$ cat config.mk
export PLATFORM = sky130hd
export DESIGN_NAME = crd_device_flat
export DESIGN_NICKNAME = d
export VERILOG_FILES = /design/src/core/crd_pkg.sv /design/src/core/crd_if.sv /design/src/core/crd_device.sv /design/src/core/crd_desc_build.sv /design/src/flat_wrapper.sv
export SDC_FILE = /design/constraint.sdc
export NUM_CORES = 1
export LEC_CHECK = 0
export ABC_AREA = 1
export BUFFER_PORTS_ARGS = -buffer_cell sky130_fd_sc_hd__buf_2
export CAP_MARGIN = 20
export CORE_AREA = 2 2 200 202
export DETAILED_ROUTE_END_ITERATION = 12
export DIE_AREA = 0 0 202 204
export SYNTH_ARGS = -nofsm -noshare
export SYNTH_HDL_FRONTEND = slang
export SYNTH_HIERARCHICAL = 1
export SYNTH_SLANG_ARGS = --single-unit
$ cat constraint.sdc
create_clock -name clock -period 2.74 [get_ports clock]
set_input_delay 0.548 -clock clock [delete_from_list [all_inputs] [get_ports clock]]
set_output_delay 0.548 -clock clock [all_outputs]
set_load 0.005 [all_outputs]
$ cat src/core/crd_pkg.sv
// Shared constants, field layout and types of the completer request path.
package crd_pkg;
  // ----------------------------------------------------------------------
  // Descriptor layout
  // ----------------------------------------------------------------------
  localparam int DESC_W = 128;
  localparam int AT_LSB = 0;
  localparam int AT_W = 2;
  localparam int ADDR_LSB = 2;
  localparam int ADDR_MSB = 63;
  localparam int ADDR_HI_LSB = 32;
  localparam int CNT_LSB = 64;
  localparam int CNT_W = 11;
  localparam int TYPE_LSB = 75;
  localparam int TYPE_W = 4;
  localparam int RID_LSB = 80;
  localparam int RID_W = 16;
  localparam int TAG_LSB = 96;
  localparam int TAG_W = 8;
  localparam int BAR_LSB = 112;
  localparam int BAR_W = 3;
  localparam int FBE_W = 4;
  localparam int NARROW_DW = 64;
  localparam logic [CNT_W-1:0] CNT_ONE = 11'h001;
  localparam logic [FBE_W-1:0] FBE_NONE = 4'h0;
  localparam logic [AT_W-1:0] AT_UNTRANSLATED = 2'h0;
  localparam logic [AT_W-1:0] AT_TRANS_REQ = 2'h1;
  localparam logic [AT_W-1:0] AT_TRANSLATED = 2'h2;
  // ----------------------------------------------------------------------
  // Completion beat layout (single beat, user to device)
  // ----------------------------------------------------------------------
  localparam int CPL_TAG_LSB = 0;
  localparam int CPL_RID_LSB = 8;
  localparam int CPL_DATA_LSB = 32;
  localparam int CPL_DATA_W = 32;
  localparam int CRED_W = 6;

  typedef enum logic [1:0] {
    CLS_MEM = 2'b00,
    CLS_VDM = 2'b01,
    CLS_ATS = 2'b10,
    CLS_MSG = 2'b11
  } crd_class_e;

  typedef struct packed {
    crd_class_e cls;
    logic io;
    logic posted;
    logic has_pay;
    logic addr64;
    logic zero_len;
    logic [AT_W-1:0] at;
    logic [63:0] addr;
    logic [CNT_W-1:0] len;
    logic [TYPE_W-1:0] rtype;
    logic [RID_W-1:0] rid;
    logic [TAG_W-1:0] tag;
    logic [BAR_W-1:0] bar;
    logic [FBE_W-1:0] fbe;
  } crd_hdr_s;

  // Beats the descriptor takes at a given stream width.
  function automatic logic [1:0] desc_beats(input int dw);
    desc_beats = (dw == NARROW_DW) ? 2'h2 : 2'h1;
  endfunction : desc_beats
endpackage : crd_pkg

$ cat src/core/crd_if.sv
// Interface joining the device end and the user end of the completer path.
`timescale 1ns/1ns
`default_nettype none
interface crd_if #(parameter int DW = 64);
  logic creq_tvalid;
  logic creq_tready;
  logic creq_tlast;
  logic [DW-1:0] creq_tdata;
  logic [crd_pkg::FBE_W-1:0] request_channel_sideband;
  logic nonposted_credit_grant;
  logic ccpl_tvalid;
  logic ccpl_tready;
  logic ccpl_tlast;
  logic [DW-1:0] ccpl_tdata;

  modport device (
    output creq_tvalid, creq_tlast, creq_tdata, request_channel_sideband,
    input creq_tready, nonposted_credit_grant,
    input ccpl_tvalid, ccpl_tlast, ccpl_tdata,
    output ccpl_tready
  );
  modport user (
    input creq_tvalid, creq_tlast, creq_tdata, request_channel_sideband,
    output creq_tready, nonposted_credit_grant,
    output ccpl_tvalid, ccpl_tlast, ccpl_tdata,
    input ccpl_tready
  );
endinterface : crd_if
`default_nettype wire

$ cat src/core/crd_device.sv
// Device end: frames link requests onto the request stream, forwards
// completions from user logic toward the link.
// What this block does
// RQ1 - Map link requests onto request stream transfers.
// RQ2 - Both channels share width 64, 128 or 256.
// RQ3 - Accept user completions and forward to link.
// RQ4 - Request and completion channels run independently.
// RQ5 - Each request is its own stream packet.
// RQ6 - Descriptor fills exactly the first 16 bytes.
// RQ7 - Two beats at 64 bits, else one.
// RQ8 - Descriptor layout chosen by request class.
// RQ9 - Bits 1:0 carry address type bits.
// RQ10 - Bits 63:2 carry Dword address; user adds enables.
// RQ11 - Short addresses zero upper bits 63:32.
// RQ12 - Bits 74:64 hold Dword count, 0 to 256.
// RQ13 - I/O requests report Dword count of one.
// RQ14 - Zero-length access: count one, no byte enables.
// RQ15 - Bits 78:75 carry the request type.
// RQ16 - Bits 95:80 carry the requester identifier.
// RQ17 - User keeps requester id for its completion.
// RQ18 - Bits 103:96 carry tag, returned for non-posted.
// RQ19 - Non-posted needs credit; posted keep flowing.
// RQ20 - Bits 114:112 carry the matching region number.
// RQ21 - Undefined descriptor bits are driven zero.
// RQ22 - Payload follows descriptor; last beat marked.
`timescale 1ns/1ns
`default_nettype none
module crd_device #(
  parameter int DW = 64
) (
  input wire logic clock,
  input wire logic rst_b,
  crd_if.device bus,
  input wire logic hdr_p_valid,
  input wire crd_pkg::crd_hdr_s hdr_p,
  output logic hdr_p_ready,
  input wire logic hdr_np_valid,
  input wire crd_pkg::crd_hdr_s hdr_np,
  output logic hdr_np_ready,
  input wire logic pay_valid,
  input wire logic [DW-1:0] pay_data,
  input wire logic pay_last,
  output logic pay_ready,
  output logic pay_from_np,
  output logic cpl_valid,
  output logic [DW-1:0] cpl_data,
  output logic cpl_last,
  input wire logic cpl_ready
);
  localparam logic [1:0] DESC_BEATS = crd_pkg::desc_beats(DW); // RQ7
  localparam logic [crd_pkg::CRED_W-1:0] CRED_MAX = '1;
  localparam logic [crd_pkg::CRED_W-1:0] CRED_ONE =
    {{(crd_pkg::CRED_W-1){1'b0}}, 1'b1};

  typedef enum logic [1:0] {
    ST_IDLE = 2'b00,
    ST_DESC = 2'b01,
    ST_PAY = 2'b10
  } crd_state_e;

  crd_state_e state;
  logic [crd_pkg::CRED_W-1:0] credit;
  logic [crd_pkg::DESC_W-1:0] desc;
  logic [crd_pkg::DESC_W-1:0] built_desc;
  logic [crd_pkg::FBE_W-1:0] built_fbe;
  logic [crd_pkg::FBE_W-1:0] fbe;
  logic has_pay;
  logic [1:0] beat;
  logic take_p;
  logic take_np;
  logic take;
  logic can_load;
  logic desc_done;
  logic [DW-1:0] desc_word;
  crd_pkg::crd_hdr_s sel_hdr;

  // ----------------------------------------------------------------------
  // Request selection and credit
  // ----------------------------------------------------------------------
  // Posted traffic is never held back by a lack of non-posted credit.
  assign take_p = (state == ST_IDLE) && hdr_p_valid; // RQ19
  assign take_np = (state == ST_IDLE) && !hdr_p_valid && hdr_np_valid
                   && (credit != '0); // RQ19
  assign take = take_p || take_np;
  assign hdr_p_ready = take_p;
  assign hdr_np_ready = take_np;
  assign sel_hdr = take_p ? hdr_p : hdr_np;

  always_ff @(posedge clock or negedge rst_b) begin
    if (!rst_b) begin
      credit <= '0;
    end else begin
      // A grant in the same cycle as a delivery leaves the count unchanged.
      if (bus.nonposted_credit_grant && !take_np && credit != CRED_MAX) begin
        credit <= credit + CRED_ONE; // RQ19
      end else if (take_np && !bus.nonposted_credit_grant) begin
        credit <= credit - CRED_ONE; // RQ19
      end
    end
  end

  crd_desc_build u_build (
    .hdr(sel_hdr),
    .desc(built_desc),
    .fbe(built_fbe)
  ); // RQ8

  always_ff @(posedge clock or negedge rst_b) begin
    if (!rst_b) begin
      desc <= '0;
      fbe <= '0;
      has_pay <= 1'b0;
      pay_from_np <= 1'b0;
    end else if (take) begin
      desc <= built_desc;
      fbe <= built_fbe;
      has_pay <= sel_hdr.has_pay;
      pay_from_np <= take_np;
    end
  end

  // ----------------------------------------------------------------------
  // Request stream framing
  // ----------------------------------------------------------------------
  // The output stage is one register deep; it reloads whenever empty or
  // drained, so a stall on the stream stalls both descriptor and payload.
  assign can_load = !bus.creq_tvalid || bus.creq_tready;
  assign desc_done = (beat == DESC_BEATS - 2'h1);
  assign pay_ready = (state == ST_PAY) && can_load; // RQ22

  // A wide stream carries the whole descriptor, zero-extended; a narrow
  // one sends the upper half on its second beat. Casts keep every width.
  always_comb begin
    desc_word = DW'(desc); // RQ6
    if (beat[0]) begin
      desc_word = DW'(desc >> DW); // RQ7
    end
  end

  always_ff @(posedge clock or negedge rst_b) begin
    if (!rst_b) begin
      state <= ST_IDLE;
      beat <= '0;
    end else begin
      case (state)
        ST_IDLE: begin
          beat <= '0;
          if (take) begin
            state <= ST_DESC; // RQ5
          end
        end
        ST_DESC: begin
          if (can_load) begin
            if (desc_done) begin
              state <= has_pay ? ST_PAY : ST_IDLE; // RQ22
            end else begin
              beat <= beat + 2'h1;
            end
          end
        end
        ST_PAY: begin
          if (pay_valid && pay_ready && pay_last) begin
            state <= ST_IDLE;
          end
        end
        default: begin
          state <= ST_IDLE;
        end
      endcase
    end
  end

  always_ff @(posedge clock or negedge rst_b) begin
    if (!rst_b) begin
      bus.creq_tvalid <= 1'b0;
      bus.creq_tlast <= 1'b0;
      bus.creq_tdata <= '0;
      bus.request_channel_sideband <= '0;
    end else if (can_load) begin
      if (state == ST_DESC) begin
        bus.creq_tvalid <= 1'b1; // RQ1
        bus.creq_tdata <= desc_word; // RQ6
        bus.creq_tlast <= desc_done && !has_pay; // RQ5
        bus.request_channel_sideband <= fbe; // RQ10
      end else if (state == ST_PAY && pay_valid) begin
        bus.creq_tvalid <= 1'b1;
        bus.creq_tdata <= pay_data; // RQ22
        bus.creq_tlast <= pay_last; // RQ22
      end else begin
        bus.creq_tvalid <= 1'b0;
        bus.creq_tlast <= 1'b0;
      end
    end
  end

  // ----------------------------------------------------------------------
  // Completion forwarding
  // ----------------------------------------------------------------------
  // This path shares no state with the request framer above.
  assign bus.ccpl_tready = !cpl_valid || cpl_ready; // RQ4

  always_ff @(posedge clock or negedge rst_b) begin
    if (!rst_b) begin
      cpl_valid <= 1'b0;
      cpl_data <= '0;
      cpl_last <= 1'b0;
    end else if (bus.ccpl_tready) begin
      cpl_valid <= bus.ccpl_tvalid; // RQ3
      if (bus.ccpl_tvalid) begin
        cpl_data <= bus.ccpl_tdata; // RQ3
        cpl_last <= bus.ccpl_tlast;
      end
    end
  end
endmodule : crd_device
`default_nettype wire

$ cat src/core/crd_desc_build.sv
// Builds the 16-byte request descriptor from a decoded request header.
`timescale 1ns/1ns
`default_nettype none
module crd_desc_build (
  input wire crd_pkg::crd_hdr_s hdr,
  output logic [crd_pkg::DESC_W-1:0] desc,
  output logic [crd_pkg::FBE_W-1:0] fbe
);
  logic addr_cls;
  logic [63:0] addr;

  assign addr_cls = (hdr.cls == crd_pkg::CLS_MEM);
  // Upper address half is forced low for short-address requests.
  assign addr = hdr.addr64 ? hdr.addr : {32'h0, hdr.addr[31:0]}; // RQ11

  always_comb begin
    desc = '0; // RQ21
    if (addr_cls) begin
      if (!hdr.io) begin
        desc[crd_pkg::AT_LSB +: crd_pkg::AT_W] = hdr.at; // RQ9
      end
      desc[crd_pkg::ADDR_MSB:crd_pkg::ADDR_LSB] =
        addr[crd_pkg::ADDR_MSB:crd_pkg::ADDR_LSB]; // RQ10
      desc[crd_pkg::BAR_LSB +: crd_pkg::BAR_W] = hdr.bar; // RQ20
    end
    if (addr_cls && (hdr.io || hdr.zero_len)) begin
      desc[crd_pkg::CNT_LSB +: crd_pkg::CNT_W] = crd_pkg::CNT_ONE; // RQ13
    end else begin
      desc[crd_pkg::CNT_LSB +: crd_pkg::CNT_W] = hdr.len; // RQ12
    end
    desc[crd_pkg::TYPE_LSB +: crd_pkg::TYPE_W] = hdr.rtype; // RQ15
    desc[crd_pkg::RID_LSB +: crd_pkg::RID_W] = hdr.rid; // RQ16
    desc[crd_pkg::TAG_LSB +: crd_pkg::TAG_W] = hdr.tag; // RQ18
  end

  // A zero-length access carries no enabled byte.
  assign fbe = (addr_cls && hdr.zero_len) ? crd_pkg::FBE_NONE : hdr.fbe; // RQ14
endmodule : crd_desc_build
`default_nettype wire

$ cat src/flat_wrapper.sv
// flat-port wrapper written by rule: the top's interface ports become plain ports
module crd_device_flat 
#(
  parameter int DW = 64
)
  (clock, rst_b, hdr_p_valid, hdr_p, hdr_p_ready, hdr_np_valid, hdr_np, hdr_np_ready, pay_valid, pay_data, pay_last, pay_ready, pay_from_np, cpl_valid, cpl_data, cpl_last, cpl_ready, bus_creq_tvalid, bus_creq_tlast, bus_creq_tdata, bus_request_channel_sideband, bus_creq_tready, bus_nonposted_credit_grant, bus_ccpl_tvalid, bus_ccpl_tlast, bus_ccpl_tdata, bus_ccpl_tready);
  crd_if #(.DW(DW)) bus_i ();
  input wire logic clock;
  input wire logic rst_b;
  input wire logic hdr_p_valid;
  input wire crd_pkg::crd_hdr_s hdr_p;
  output logic hdr_p_ready;
  input wire logic hdr_np_valid;
  input wire crd_pkg::crd_hdr_s hdr_np;
  output logic hdr_np_ready;
  input wire logic pay_valid;
  input wire logic [DW-1:0] pay_data;
  input wire logic pay_last;
  output logic pay_ready;
  output logic pay_from_np;
  output logic cpl_valid;
  output logic [DW-1:0] cpl_data;
  output logic cpl_last;
  input wire logic cpl_ready;
  output wire logic [$bits(bus_i.creq_tvalid)-1:0] bus_creq_tvalid;
  output wire logic [$bits(bus_i.creq_tlast)-1:0] bus_creq_tlast;
  output wire logic [$bits(bus_i.creq_tdata)-1:0] bus_creq_tdata;
  output wire logic [$bits(bus_i.request_channel_sideband)-1:0] bus_request_channel_sideband;
  input wire logic [$bits(bus_i.creq_tready)-1:0] bus_creq_tready;
  input wire logic [$bits(bus_i.nonposted_credit_grant)-1:0] bus_nonposted_credit_grant;
  input wire logic [$bits(bus_i.ccpl_tvalid)-1:0] bus_ccpl_tvalid;
  input wire logic [$bits(bus_i.ccpl_tlast)-1:0] bus_ccpl_tlast;
  input wire logic [$bits(bus_i.ccpl_tdata)-1:0] bus_ccpl_tdata;
  output wire logic [$bits(bus_i.ccpl_tready)-1:0] bus_ccpl_tready;
  assign bus_creq_tvalid = bus_i.creq_tvalid;
  assign bus_creq_tlast = bus_i.creq_tlast;
  assign bus_creq_tdata = bus_i.creq_tdata;
  assign bus_request_channel_sideband = bus_i.request_channel_sideband;
  assign bus_i.creq_tready = bus_creq_tready;
  assign bus_i.nonposted_credit_grant = bus_nonposted_credit_grant;
  assign bus_i.ccpl_tvalid = bus_ccpl_tvalid;
  assign bus_i.ccpl_tlast = bus_ccpl_tlast;
  assign bus_i.ccpl_tdata = bus_ccpl_tdata;
  assign bus_ccpl_tready = bus_i.ccpl_tready;
  crd_device #(.DW(DW)) u_core (.clock(clock), .rst_b(rst_b), .bus(bus_i), .hdr_p_valid(hdr_p_valid), .hdr_p(hdr_p), .hdr_p_ready(hdr_p_ready), .hdr_np_valid(hdr_np_valid), .hdr_np(hdr_np), .hdr_np_ready(hdr_np_ready), .pay_valid(pay_valid), .pay_data(pay_data), .pay_last(pay_last), .pay_ready(pay_ready), .pay_from_np(pay_from_np), .cpl_valid(cpl_valid), .cpl_data(cpl_data), .cpl_last(cpl_last), .cpl_ready(cpl_ready));
endmodule
# After elaboration in Yosys (flattened, before gate mapping)
# Index checks and enable logic that the tools add are counted.
[classes]
add_sub_neg = 3
eq_ne = 9
n_mux = 25
reduce_logical = 35
[ops]
columns = ["cell", "count"]
rows = [
  ["64-bit 2-to-1 mux", 5],
  ["119-bit 2-to-1 mux", 1],
  ["2-bit 2-to-1 mux", 8],
  ["1-bit logical AND", 14],
  ["6-bit 2-to-1 mux", 2],
  ["11-bit 2-to-1 mux", 1],
  ["6-bit by 1-bit adder with 6-bit output, second input constant", 1],
  ["1-bit zero test", 6],
  ["2-bit by 1-bit inequality test with 1-bit output, second input constant", 3],
  ["6-bit inequality test, second input constant", 1],
  ["2-bit one-hot mux with 3 select lines", 1],
  ["2-bit AND reduction", 3],
  ["2-bit nonzero test", 3],
  ["6-bit nonzero test", 1],
  ["6-bit by 1-bit subtractor with 6-bit output, second input constant", 1],
  ["2-bit by 1-bit == test with 1-bit output, second input constant", 2],
  ["2-bit zero test", 2],
  ["1-bit logical OR", 4],
  ["1-bit 2-to-1 mux", 4],
  ["4-bit 2-to-1 mux", 1],
  ["2-bit inequality test, second input constant", 2],
  ["2-bit one-hot mux with 2 select lines", 1],
  ["4-bit AND reduction", 1],
  ["3-bit 2-to-1 mux", 1],
  ["3 further kinds", 3],
]
[totals]
ff_bits = 258
input_bits = 377
out_inout_bits = 141
word_cells = 86

# Logic depth before layout (Yosys ltp)
[depth]
ltp_word = 8
depth_mapped = 15
depth_no_buf = 15

# Cells and area by module
# Netlist, hierarchy kept.
[modules_own_cells]
columns = ["mod", "instances", "cells_each", "area_each_um2"]
rows = [
  ["crd_device", 1, 1664, 13477.9],
  ["crd_desc_build", 1, 229, 1118.6],
]

# Worst setup path before layout
# Ideal clock, no wire load.
[synth_timing]
path_type = "input to register"
start = "in hdr_p_valid"
end = "reg u_core/credit[4] in the netlist's numbering"
arrival_time_ns = 2.043
required_ns = 2.622
path_slack_ns = 0.579
path_stages = 13
n_path_buf = 0
path_cell_list = "inv_1 nand2_1 nor2_1 nand2_2 nand2_1 inv_1 fa_1 o21ai_0 a21oi_1 nand2_1 nand2_1 nand2_1 nand2_1"
[synth_between]
elab_chain_len = 8
elab_cells_between_ends = 10
[synth_rtl]
columns = ["element", "line", "source"]
rows = [
  ["start, declared", "flat_wrapper.sv:10", "input wire logic hdr_p_valid;"],
  ["1-bit zero test *", "crd_device.sv:82", "assign take_np = (state == ST_IDLE) && !hdr_p_valid && hdr_np_valid"],
  ["1-bit logical AND * (2 in a row)", "crd_device.sv:82", ""],
  ["1-bit logical AND *", "crd_device.sv:83", "&& (credit != '0);"],
  ["1-bit zero test", "crd_device.sv:94", "if (bus.nonposted_credit_grant && !take_np && credit != CRED_MAX) begin"],
  ["1-bit logical AND (2 in a row)", "crd_device.sv:94", ""],
  ["6-bit 2-to-1 mux / 2-bit nonzero test (equally long branches)", "n/a", ""],
  ["end signal, assigned", "crd_device.sv:95", "credit <= credit + CRED_ONE;"],
  ["end signal, assigned", "crd_device.sv:97", "credit <= credit - CRED_ONE;"],
  ["end, declared", "crd_device.sv:62", "logic [crd_pkg::CRED_W-1:0] credit;"],
]
# Every way passes the cells marked *; elsewhere a longest branch is shown, timed or not.
# A chain may end at the register's enable or synchronous reset.

# Worst setup path after layout
[layout_timing]
start = "reg u_core.state[0]"
end = "out hdr_np_ready"
[layout_between]
elab_chain_len = 4
[layout_rtl]
columns = ["element", "line", "source"]
rows = [
  ["start, declared", "crd_device.sv:61", "crd_state_e state;"],
  ["start signal, assigned", "crd_device.sv:155", "state <= has_pay ? ST_PAY : ST_IDLE;"],
  ["2-bit zero test", "crd_device.sv:82", ""],
  ["1-bit logical AND (2 in a row)", "crd_device.sv:82", ""],
  ["1-bit logical AND", "crd_device.sv:83", ""],
  ["end, declared", "flat_wrapper.sv:15", "output logic hdr_np_ready;"],
]
# No other way between the ends.

==> results.md <==
* Wire length of the first global-routing pass at 67800 µm
* Total negative slack for setup checks at 0 ns
* Overflow after GRT at 0
* Fill cell instance count of the final layout at 3944
* P_leak at 0.00980 µW
* YS warnings at 6
* Core Box Area at 0.0392 mm²
* Power density relative to cell area at 1020 mW/mm²
* Final design instance area without fill at 0.0183 mm²
* Fraction of power consumed by sequential logic at 34.8%
* Initial antenna violation count at 7
* Worst-path clk slew at 0.06 ns
* Area growth from synthesis to layout at 25.6%
* Die area at 0.0412 mm²
* Max_cap viols at 0
* Die extent in x at 202 µm
* Placed Cells incl. Taps at 2792
* Switching component of the power at 7540 µW
* Total chip power at 18700 µW
* Number of setup buffers added after CTS at 0
* Measured slew at the worst slew-check pin at 0.822 ns
* Global-route usage over all layers at 20.2%
* Cells along the critical path: nor2_4 -> nand2_1 -> nor2_1 -> nand2_4 -> buf_6 -> inv_1 -> buf_2
* Combinational share of power at 42.7%
* Detailed router's first-iteration violation count at 714
* Max Buffers Root-to-Sink at 3
* Cells on Worst Hold Path at 2
* Initial standard-cell utilization of the core at 37.2%
* Max-slew violation count at 0
* Worst min-delay path class: primary input to register
* Vias in the first global route at 13000
* Cell Area, Synth at 0.0146 mm²
* Data arrival time of the critical path at 2.00 ns
* Final worst clock skew at 0.0129 ns
* Synthesized netlist cell count at 1884
* Insertion delay to the later sink of the worst-skew pair at 0.57 ns
* Vias per Instance at 4.70
* Crit-path max FO at 40
* Worst-case vdd ir drop at 0.756 mV
* RD Place Congestion at 0.817
* Fraction of the cycle the final worst path needs at 92.9%
* Data required, critical path at 2.19 ns
* R2R Setup Slk at 0.47 ns
* DRC violation count after routing at 0
* Post-detailed-placement half-perimeter wirelength at 30300 µm
* Post-Synthesis Mean Instance Area at 7.73 µm²
* Max Clk Rate at 0.393 GHz
* Detailed-route wire length per cell at 15.0 µm
* H-tree level count at 1
* Number of iterations in the first detailed-routing pass at 5
* Inserted Clock Buffers at 31
* Aggregate routed wire length at 42700 µm
* Clock power frac at 22.5%
* Y dimension of the die at 204 µm
* Shortest period the worst path allows at 2.54 ns
* CTS root buffer: sky130_fd_sc_hd__clkbuf_16
* Total internal power at 11200 µW
* Kind of start point of the critical path: register
* Fraction of layout cells with a size suffix above 1 at 28.8%
* Final net count at 2684
* Setup-violating endpoint count in the final report at 0
* Floorplan row count at 73
* Net Sw Frac at 40.3%
* Overall via count from detail_route at 13400
* Count of endpoints failing hold in the final timing report at 0
* Worst slew margin at 45.2%
* Non-filler instance count after layout at 2856
* Run status: finished clean
* Unrepaired setup endpoints after global routing: false
* Placed standard-cell area at 0.0172 mm²
* FF-to-FF path depth at 13
* Element type at the critical path end: primary output
* Slowest-stage cell, CP: sky130_fd_sc_hd__dfrtp_1
* Final-layout worst hold slack at 0.213 ns
* Count of port buffers added during placement at 511
* Clk sink count at 280
* Number of I/O pins at 518
* Antenna-violating nets left at 0
* Pin count of the biggest net entering global routing at 203
* TritonCTS clock tree: done
* Kind of critical path: register to primary output
* Worst path max stage delay at 0.45 ns
-- registers in the layout, summed over array words and instances, names as in the netlist --
name and flops:
u_core/bus.creq_tlast 1, u_core/cpl_data 64, u_core/state 2, u_core/credit 6
u_core/bus.creq_tvalid 1, u_core/desc 128, u_core/pay_from_np 1, u_core/beat 2
u_core/bus.request_channel_sideband 4, u_core/bus.creq_tdata 64, u_core/cpl_valid 1, u_core/fbe 4
u_core/has_pay 1, u_core/cpl_last 1
-- layout make-up --
type                            count  area [µm²]  area share, %
Clock buffer                       47         956           5.23
Clock inverter                     11        97.6          0.534
Tap cell                          525         657           3.59
Timing Repair Buffer              536        2900           15.8
Sequential cell                   280        7010           38.3
Antenna cell                        5        12.5         0.0684
Multi-Input combinational cell   1307        6110           33.4
Inverter                          145         549           3.00
-- placed cells by master (no fill, tap or decap), drive strengths merged --
cell type and count:
nand2 695, buf 535, dfrtp 280, nor2 147, inv 147, o21ai 139, nand3 79, a21oi 77
a31oi 65, mux2 65, clkbuf 47, conb 22, clkinv 7, diode 5, ha 5, a21boi 4
bufinv 1, clkinvlp 1, dlygate4sd3 1, o2111ai 1, a21o 1, o21bai 1, xor2 1, xnor2 1
a31o 1, nand4 1, o32ai 1, fa 1
-- what timing repair did --
| action | CTS | global route |
|---|---|---|
| resized for setup | 1 | 1 |
| endpoints found under the setup margin | 1 | 1 |
| hold buffers | 1 | 0 |
| endpoints found under the hold margin | 53 | 0 |
-- metrics by stage --
step	utilization, %	setup slack (ns)
2_1_floorplan	-	0.579
3_3_place_gp	43.9	0.409
3_5_place_dp	43.9	0.328
4_1_cts	46.6	0.0617
5_1_grt	46.7	0.0768
6_report	46.7	0.195
-- per-layer routing --
layer | vias up | GRT usage (%) | part of all wire, %
li1 | 6744 | - | -
met1 | 6168 | 25.2 | 43
met2 | 416 | 35.5 | 48
met3 | 79 | 3.86 | 6.0
met4 | 2 | 6.12 | 3.0
met5 | - | 0 | 0.016
-- critical path, delay by kind of cell (launching register included) --
kind / cells / cell delay (ns)
flip-flops: 1 / 0.45
AND/OR/NAND/NOR: 4 / 0.56
buffers and inverters: 3 / 0.41
-- power by group through the flow --
stage	clock network, µW	registers, µW	logic (µW)
6_report	4210	6510	7990
5_1_grt	4520	6710	9080
4_1_cts	4340	6530	8090
3_5_place_dp	0	6590	8070
3_3_place_gp	0	6520	7920
2_1_floorplan	0	6500	5590
-- final timing paths --
check / start / to
min reg2reg: u_core/bus.request_channel_sideband[2]$_DFFE_PN0P_ / u_core/bus.request_channel_sideband[2]$_DFFE_PN0P_
max in group asynchronous: rst_b / u_core/desc[21]$_DFFE_PN0P_
min: bus_ccpl_tdata[13] / u_core/cpl_data[13]$_DFFE_PN0P_
max: u_core/state[0]$_DFFE_PN0P_ / hdr_np_ready
max reg2reg: u_core/state[0]$_DFFE_PN0P_ / u_core/credit[4]$_DFFE_PN0P_
min in group asynchronous: rst_b / u_core/desc[2]$_DFFE_PN0P_
(Power assumes the default switching activity.)
